==> src/ext_bus_regs.svh <==
// Constants for the external memory bus controller
`ifndef EXT_BUS_REGS_SVH
`define EXT_BUS_REGS_SVH

// Width of the software wait-state count
`define WS_WIDTH        3
// Least wait-state count that turns on ready sampling and the marker
`define WS_READY_MIN    3'h2
// Wait-state count at which the current wait state is the last one
`define WS_LAST         3'h1
// Empty wait-state count
`define WS_NONE         3'h0
// External address width
`define ADDR_WIDTH      16
// Reset value of the address pins
`define ADDR_RESET      16'h0000
// Idle level of every active-low bus control pin
`define CTRL_IDLE       1'h1

`endif

==> src/ext_bus_pkg.sv <==
// Types shared by the external memory bus controller
package ext_bus_pkg;

`include "ext_bus_regs.svh"

   // External space an access goes to
   typedef enum logic [1:0] {
      SPACE_DATA,
      SPACE_PROGRAM,
      SPACE_IO
   } space_t;

   // One access request from the core
   typedef struct packed {
      space_t                  space;        // Target space
      logic                    write;        // High for a write
      logic                    fetch;        // High for an instruction fetch
      logic [`WS_WIDTH-1:0]    wait_states;  // Software wait states
      logic [`ADDR_WIDTH-1:0]  addr;         // Access address
   } bus_req_t;

   // Bus control pins that float in hold mode
   typedef struct packed {
      logic data_space_select_n;
      logic program_space_select_n;
      logic io_space_select_n;
      logic memory_access_strobe_n;
      logic peripheral_access_strobe_n;
      logic read_write_n;
   } bus_ctrl_t;

   // Status pins that float only on the float input
   typedef struct packed {
      logic bus_grant_ack_n;
      logic wait_state_marker_n;
      logic fetch_address_flag_n;
   } bus_status_t;

endpackage

==> src/ext_bus_ctrl.sv <==
// External memory bus controller: selects, strobes, wait states, hold
`timescale 1ns/1ps

`include "ext_bus_regs.svh"

// Overview of operation
// - One space select low, only during access
// - Float input low floats all control outputs
// - Memory strobe low only for data/program access
// - Peripheral strobe low only for I/O access
// - Direction high, low only during writes
// - Ready low: wait a cycle, sample again
// - Ready used only with two+ wait states
// - Ready sampled only after software wait states
// - Hold acknowledged: bus lines float
// - Grant acknowledge low while in hold
// - Marker low at first of two+ software wait states
// - Marker high at last software wait state
// - Marker fed to ready adds one wait
// - Fetch flag low during instruction fetch address
module ext_bus_ctrl (
   // Clock and reset
   input  wire logic                     sys_clk_in,
   input  wire logic                     reset_n_in,
   // Core request port
   input  wire logic                     req_valid_in,
   input  wire ext_bus_pkg::bus_req_t    req_in,
   output logic                          req_ready_out,
   output logic                          done_out,
   // Pins from outside
   input  wire logic                     ready_in,
   input  wire logic                     hold_req_n_in,
   input  wire logic                     output_float_n_in,
   // Bus pins that float in hold
   output ext_bus_pkg::bus_ctrl_t        bus_ctrl_out,
   output logic [`ADDR_WIDTH-1:0]        addr_out,
   output logic                          bus_oe_out,
   // Status pins
   output ext_bus_pkg::bus_status_t      bus_status_out,
   output logic                          status_oe_out
);

   import ext_bus_pkg::*;

   // Access sequencer states
   typedef enum logic [2:0] {
      ST_IDLE,
      ST_ACCESS,
      ST_WAIT,
      ST_READY,
      ST_HOLD
   } state_t;

   // Pin synchronisers
   logic                   ready_s1_reg;    // First stage, ready
   logic                   ready_s2_reg;    // Synchronised ready
   logic                   hold_s1_reg;     // First stage, hold request
   logic                   hold_n_s2_reg;   // Synchronised hold request
   logic                   float_s1_reg;    // First stage, float input
   logic                   float_n_s2_reg;  // Synchronised float input

   // Sequencer state
   state_t                 state_reg;       // Current state
   state_t                 state_next;      // Next state
   bus_req_t               cur_reg;         // Access in progress
   bus_req_t               cur_next;        // Next access
   logic                   ws_load;         // Load the wait counter
   logic                   ws_dec;          // Count one wait state
   logic [`WS_WIDTH-1:0]   ws_count;        // Wait states left
   logic [`WS_WIDTH-1:0]   ws_count_next;   // Wait states left next cycle
   logic                   finish;          // Last bus cycle of an access

   // Output registers
   bus_ctrl_t              ctrl_reg;        // Bus control pins
   bus_ctrl_t              ctrl_next;
   bus_status_t            status_reg;      // Status pins
   bus_status_t            status_next;
   logic [`ADDR_WIDTH-1:0] addr_reg;        // Address pins
   logic [`ADDR_WIDTH-1:0] addr_next;
   logic                   bus_oe_reg;      // Drive bus control pins
   logic                   bus_oe_next;
   logic                   status_oe_reg;   // Drive status pins
   logic                   status_oe_next;
   logic                   req_ready_reg;   // Sequencer free
   logic                   req_ready_next;
   logic                   done_reg;        // Access completed
   logic                   done_next;

   // True while a state drives an access on the bus
   function automatic logic busy_state(input state_t s);
      busy_state = (s == ST_ACCESS) || (s == ST_WAIT) || (s == ST_READY);
   endfunction

   // Wait-state counter
   wait_state_counter u_ws (
      .sys_clk_in     (sys_clk_in),
      .reset_n_in     (reset_n_in),
      .load_in        (ws_load),
      .load_value_in  (cur_next.wait_states),
      .dec_in         (ws_dec),
      .count_out      (ws_count),
      .count_next_out (ws_count_next)
   );

   // Two flip-flops on every pin input; only the second stage is read
   always_ff @(posedge sys_clk_in) begin
      if (!reset_n_in) begin
         ready_s1_reg   <= 1'h0;
         ready_s2_reg   <= 1'h0;
         hold_s1_reg    <= 1'h1;
         hold_n_s2_reg  <= 1'h1;
         float_s1_reg   <= 1'h1;
         float_n_s2_reg <= 1'h1;
      end else begin
         ready_s1_reg   <= ready_in;
         ready_s2_reg   <= ready_s1_reg;
         hold_s1_reg    <= hold_req_n_in;
         hold_n_s2_reg  <= hold_s1_reg;
         float_s1_reg   <= output_float_n_in;
         float_n_s2_reg <= float_s1_reg;
      end
   end

   // Sequencer next state
   always_comb begin
      state_next = state_reg;
      cur_next   = cur_reg;
      ws_load    = 1'h0;
      ws_dec     = 1'h0;
      finish     = 1'h0;
      case (state_reg)
         // Hold wins over a new access, so grants fall between accesses
         ST_IDLE: begin
            if (!hold_n_s2_reg) begin
               state_next = ST_HOLD;
            end else if (req_valid_in) begin
               state_next = ST_ACCESS;
               cur_next   = req_in;
               ws_load    = 1'h1;
            end
         end
         // First bus cycle; no wait states ends the access here
         ST_ACCESS: begin
            if (ws_count == `WS_NONE) begin
               finish     = 1'h1;
               state_next = ST_IDLE;
            end else begin
               state_next = ST_WAIT;
            end
         end
         // Software wait states; ready is not looked at here
         ST_WAIT: begin
            ws_dec = 1'h1;
            if (ws_count == `WS_LAST) begin
               if (cur_reg.wait_states >= `WS_READY_MIN) begin
                  state_next = ST_READY;
               end else begin
                  finish     = 1'h1;
                  state_next = ST_IDLE;
               end
            end
         end
         // Sample ready once per cycle until found high
         ST_READY: begin
            if (ready_s2_reg) begin
               finish     = 1'h1;
               state_next = ST_IDLE;
            end else begin
               state_next = ST_READY;
            end
         end
         // Bus given away until the request is released
         ST_HOLD: begin
            if (hold_n_s2_reg) begin
               state_next = ST_IDLE;
            end
         end
         default: begin
            state_next = ST_IDLE;
         end
      endcase
   end

   // Sequencer registers
   always_ff @(posedge sys_clk_in) begin
      if (!reset_n_in) begin
         state_reg <= ST_IDLE;
         cur_reg   <= '0;
      end else begin
         state_reg <= state_next;
         cur_reg   <= cur_next;
      end
   end

   // Pin values follow the next state so pins line up with the state
   always_comb begin
      ctrl_next      = '1;
      status_next    = '1;
      addr_next      = addr_reg;
      // Selects and strobes only while an access is on the bus
      if (busy_state(state_next)) begin
         addr_next = cur_next.addr;
         case (cur_next.space)
            SPACE_DATA: begin
               ctrl_next.data_space_select_n    = 1'h0;
               ctrl_next.memory_access_strobe_n = 1'h0;
            end
            SPACE_PROGRAM: begin
               ctrl_next.program_space_select_n = 1'h0;
               ctrl_next.memory_access_strobe_n = 1'h0;
            end
            SPACE_IO: begin
               ctrl_next.io_space_select_n          = 1'h0;
               ctrl_next.peripheral_access_strobe_n = 1'h0;
            end
            default: begin
               ctrl_next = '1;
            end
         endcase
         ctrl_next.read_write_n               = !cur_next.write;
         status_next.fetch_address_flag_n     = !cur_next.fetch;
      end
      // Marker low from the first wait state up to the last one
      if ((state_next == ST_WAIT) && (ws_count_next > `WS_LAST) &&
          (cur_next.wait_states >= `WS_READY_MIN)) begin
         status_next.wait_state_marker_n = 1'h0;
      end
      status_next.bus_grant_ack_n = !(state_next == ST_HOLD);
      bus_oe_next    = float_n_s2_reg && (state_next != ST_HOLD);
      status_oe_next = float_n_s2_reg;
      req_ready_next = (state_next == ST_IDLE);
      done_next      = finish;
   end

   // Output registers
   always_ff @(posedge sys_clk_in) begin
      if (!reset_n_in) begin
         ctrl_reg      <= '1;
         status_reg    <= '1;
         addr_reg      <= `ADDR_RESET;
         bus_oe_reg    <= 1'h0;
         status_oe_reg <= 1'h0;
         req_ready_reg <= 1'h0;
         done_reg      <= 1'h0;
      end else begin
         ctrl_reg      <= ctrl_next;
         status_reg    <= status_next;
         addr_reg      <= addr_next;
         bus_oe_reg    <= bus_oe_next;
         status_oe_reg <= status_oe_next;
         req_ready_reg <= req_ready_next;
         done_reg      <= done_next;
      end
   end

   assign bus_ctrl_out   = ctrl_reg;
   assign bus_status_out = status_reg;
   assign addr_out       = addr_reg;
   assign bus_oe_out     = bus_oe_reg;
   assign status_oe_out  = status_oe_reg;
   assign req_ready_out  = req_ready_reg;
   assign done_out       = done_reg;
endmodule

==> src/wait_state_counter.sv <==
// Down counter for the software wait states of one access
`timescale 1ns/1ps

`include "ext_bus_regs.svh"

module wait_state_counter (
   // Clock and reset
   input  wire logic                 sys_clk_in,
   input  wire logic                 reset_n_in,
   // Control
   input  wire logic                 load_in,
   input  wire logic [`WS_WIDTH-1:0] load_value_in,
   input  wire logic                 dec_in,
   // Count
   output logic      [`WS_WIDTH-1:0] count_out,
   output logic      [`WS_WIDTH-1:0] count_next_out
);

   logic [`WS_WIDTH-1:0] count_reg;   // Wait states still to run
   logic [`WS_WIDTH-1:0] count_next;  // Next count

   // Load wins over decrement; never wraps below zero
   always_comb begin
      count_next = count_reg;
      if (load_in) begin
         count_next = load_value_in;
      end else if (dec_in && (count_reg != `WS_NONE)) begin
         count_next = count_reg - `WS_LAST;
      end
   end

   // Register the count
   always_ff @(posedge sys_clk_in) begin
      if (!reset_n_in) begin
         count_reg <= `WS_NONE;
      end else begin
         count_reg <= count_next;
      end
   end

   assign count_out      = count_reg;
   assign count_next_out = count_next;

endmodule

==> config.mk <==
export PLATFORM = sky130hd
export DESIGN_NAME = ext_bus_ctrl
export DESIGN_NICKNAME = d
export VERILOG_FILES = /design/src/ext_bus_pkg.sv /design/src/ext_bus_ctrl.sv /design/src/wait_state_counter.sv
export VERILOG_INCLUDE_DIRS = /design/src
export SDC_FILE = /design/constraint.sdc
export NUM_CORES = 1
export LEC_CHECK = 0
export ABC_AREA = 1
export BUFFER_PORTS_ARGS = -buffer_cell sky130_fd_sc_hd__buf_4
export CORE_AREA = 5 5 86 88
export CTS_CLUSTER_SIZE = 40
export DETAILED_ROUTE_END_ITERATION = 10
export DIE_AREA = 0 0 91 93
export GPL_ROUTABILITY_DRIVEN = 0
export PLACE_DENSITY = 0.61
export SLEW_MARGIN = 20
export SYNTH_ARGS = -nofsm -noshare
export SYNTH_HDL_FRONTEND = slang
export SYNTH_HIERARCHICAL = 1
export SYNTH_SLANG_ARGS = --single-unit
==> constraint.sdc <==
create_clock -name sys_clk_in -period 2.3 [get_ports sys_clk_in]
set_input_delay 0.115 -clock sys_clk_in [delete_from_list [all_inputs] [get_ports sys_clk_in]]
set_output_delay 0.115 -clock sys_clk_in [all_outputs]
set_load 0.005 [all_outputs]
# Word level (Yosys, flattened, before mapping)

Cells that the tools add are included.

Bits of input ports: 29
Register bits: 63
Logic and storage cells: 85

Reduce and logical (&&, ||, !) cells: 16
Add/subtract/negate cells: 1
Order comparisons: 3
Muxes and demuxes: 27
Equality and inequality tests: 12

Operators with widths:

| kind                  | number |
|---|---|
| $mux W23              | 3 |
| $mux W3               | 6 |
| $pmux W3 S5           | 1 |
| $mux W1               | 13 |
| $eq A3 B2 Y1 const B  | 4 |
| $eq A3 B1 Y1 const B  | 3 |
| $logic_not A3 Y1      | 3 |
| $eq A3 B3 Y1 const B  | 2 |
| $ge A3 B2 Y1 const B  | 2 |
| $mux W2               | 3 |
| $logic_and A1 B1 Y1   | 4 |
| $gt A3 B1 Y1 const B  | 1 |
| $logic_not A1 Y1      | 3 |
| $ne A3 B3 Y1 const B  | 1 |
| $pmux W1 S3           | 1 |
| $reduce_bool A3 Y1    | 1 |
| $sub A3 B1 Y3 const B | 1 |
| $eq A2 B1 Y1 const B  | 1 |
| $eq A2 B2 Y1 const B  | 1 |
| $logic_not A2 Y1      | 1 |
| $logic_or A1 B1 Y1    | 2 |
| $reduce_and A2 Y1     | 1 |
| $reduce_or A2 Y1      | 1 |

# Depth between registers and ports, before layout

Depth after elaboration: 9
Depth in mapped cells: 11
Depth with buffers taken out: 10

# Hierarchy

Netlist, hierarchy kept.

By module, submodules not included:

| module             | instances | cells each | sequential area each (µm²) | area each (µm²) |
|---|---|---|---|---|
| ext_bus_ctrl       | 1         | 279        | 1,201.2                    | 2,341.0 |
| wait_state_counter | 1         | 30         | 60.1                       | 192.7 |

# Least setup slack after synthesis

OpenSTA, ideal clock, no wires.

Path type: register -> register
From: register state_reg[2]
To: register status_reg (netlist bit bus_status_out[1])
Slack: 0.655 ns
Clock period less this slack: 1.645 ns
Data arrival time: 1.583 ns
Cell stages (with the launch flop): 12
Data required time: 2.238 ns
Cells stage by stage: dfxtp_1 -> inv_2 -> nand3_1 -> nor2_4 -> inv_2 -> buf_4 -> o21ai_2 -> inv_1 -> nand2_1 -> nand2_1 -> or2_2 -> nand3_1

RTL lines:

| item                   | RTL line            | text |
|---|---|---|
| start, declared        | ext_bus_ctrl.sv:63  | `state_t state_reg;` |
| start signal, assigned | ext_bus_ctrl.sv:190 | `state_reg <= state_next;` |
| end signal, assigned   | ext_bus_ctrl.sv:247 | `status_reg <= status_next;` |
| end, declared          | ext_bus_ctrl.sv:76  | `bus_status_t status_reg;` |

==> results.txt <==
Gr usage total: 13.2%
Lkg Pwr: 1.51 nW
Initial core utilization: 38.5%
Status: complete, no violations
Drt drc: 0
Net Switching: 0.739 mW
Clock Latency Late Sink: 0.33 ns
FF-to-FF Start: state_reg[2]
Flop pwr share: 47.2%
DR WL/cell: 11.6 um
Maximum vdd drop: 429 uV
Max-cap viol count: 0
Switching share of power: 28.0%
Die footprint: 8460 sq um
Clock power frac: 31.8%
Core Box Area: 6570 sq um
CTS tree: done
Clk pin slew, worst setup/hold paths: 0.07 ns
Via count: 2059
Cts bufs inserted: 9
DP Area: 2980 sq um
Combinational share of power: 21.1%
Cell Chain, Critical Path: inv_2 > nand3_1 > nor2_4 > inv_2 > o21ai_2 > inv_1 > nand2_1 > nand2_1 > or2_2 > nand3_1
Top delay family on crit path: simple AND/OR/NAND/NOR gates
Antenna diodes: 0
Port-buffer cells: 57
Vias in the first global route: 2023
CP arrival: 2.14 ns
Max reg flops: 23
Yosys warns: 6
Actual slew at the worst max-slew pin: 0.909 ns
Final Critical Period: 1.87 ns
WS Path Type: reg2reg
Crit-path max FO: 20
Final Cell Area: 3180 sq um
Largest net degree at the start of global routing: 37
CTS sink cnt: 63
Row cnt: 30
Hold_sp: req_in[0]
R2r setup slk: 0.43 ns
Initial antenna violation count: 0
Worst relative slew slack: 39.3%
Post-Syn Area: 2530 sq um
Antenna Nets Post-Route: 0
Bufs on Longest Clock Path: 2
Slowest stage delay, CP: 0.35 ns
Period utilization: 81.2%
Startpoint types: register
Routed WL: 5.26 mm
TritonRoute pass-1 iters: 4
Chip height: 93 um
Post-synthesis cell count: 308
Syn-to-layout area delta: 25.8%
Nets@finish: 399
Hpwl dp: 3.77 mm
Post-synthesis net count: 339
CP bufs+invs: 3
Drt initial violations: 113
Final Hold Vio Count: 0
Worst hold path type: in2reg
Setup TNS Final: 0 ns
First-pass GRT wire length: 9.01 mm
Final setup viols: 0
Syn Area/Cell: 8.21 sq um
Power Dens Cells: 830 nW/um^2
Pins Over Slew Limit: 0
IO Count: 58
Grt total ovfl: 0
Crit end category: register
Max Clock Skew: 0.00941 ns
Peak Freq: 535 MHz
Die Wd: 91 um
Pint: 1.90 mW
H-Tree Depth: 3
CP required: 2.57 ns
RSZ-0062 raised after global routing: false
Root Buffer: clkbuf_8
Layout cell share with drive strength beyond 1: 37.3%
Total power: 2.64 mW
CP max stage cell: dfxtp_1
DR vias/cell: 4.55
Crit path from: state_reg[2]
through the flow:
stage / util, % / hold WS (ns) / setup slack [ns] / std cells
global placement: 45.3 / 0.302 / 0.502 / 434
detailed placement: 45.3 / 0.302 / 0.429 / 434
global route: 48.5 / 0.0322 / 0.236 / 453
floorplan: - / 0.213 / 0.655 / 308
CTS: 48.5 / 0.0154 / 0.417 / 453
finish: 48.5 / 0.0301 / 0.432 / 453
layout by cell type (no fill, tap or decap):
master	count
nand3_1	15
o21ai_1	8
a31oi_1	1
nor2_1	57
clkbuf_8	11
nor3_1	2
or2_1	6
dfxtp_1	63
clkbuf_1	2
nor3_4	1
nand4_1	2
buf_4	59
dlygate4sd3_1	3
nor2_8	1
nor2_4	1
inv_1	20
o21ai_0	4
a21oi_1	4
inv_4	1
clkinvlp_4	1
nand2_8	1
nor2_2	11
ha_1	2
inv_2	6
o21ai_2	11
nand2_1	45
clkinv_2	2
or2_2	19
nand2_2	14
power by group through the flow:
stage                     sequential [mW]  clock (mW)  combinational, mW
after floorplan                      1.27           0              0.388
after global placement               1.27           0              0.556
after detailed placement             1.27           0              0.562
after CTS                            1.25       0.873              0.569
after global routing                 1.26       0.918              0.635
final                                1.25       0.839              0.557
worst reg2reg max path: stages, from the launching register on:
cell     delay, ns
dfxtp_1       0.35
inv_2         0.09
nand3_1       0.11
nor2_4        0.34
inv_2         0.21
o21ai_2       0.19
inv_1         0.05
nand2_1       0.07
nand2_1       0.05
or2_2         0.28
nand3_1       0.07
layout make-up:
class | instances | area (sq um)
sequential | 63 | 1260
clock buffer | 13 | 159
clock inverter | 3 | 17.5
multi-input combinational | 205 | 1070
timing repair buffer | 62 | 473
fill | 681 | 3390
inverter | 27 | 104
tap | 80 | 100
layer usage:
layer  share of wire [%]  wire length (um)  vias up  global-route usage [%]
met5                   0                 0        -                       0
met4                0.93                49        0                    3.30
met3                 7.4               387        6                    7.16
met2                  49              2550       49                    21.9
met1                  43              2270      936                    14.7
li1                    -                 -     1068                       -
what timing repair did:
item | CTS | global route
endpoints found under the setup margin | 0 | 0
buffers inserted | 0 | 0
resized for setup | 0 | 0
hold endpoints to repair | 3 | 0
hold buffers | 3 | 0
final timing paths:
check | to | cells after the start
worst max-delay path | bus_status_out[1] | 10
worst min-delay path | cur_reg[0] | 3
worst max register to register | bus_status_out[1] | 10
worst min register to register | float_n_s2_reg | 1
(Power assumes the default switching activity.)
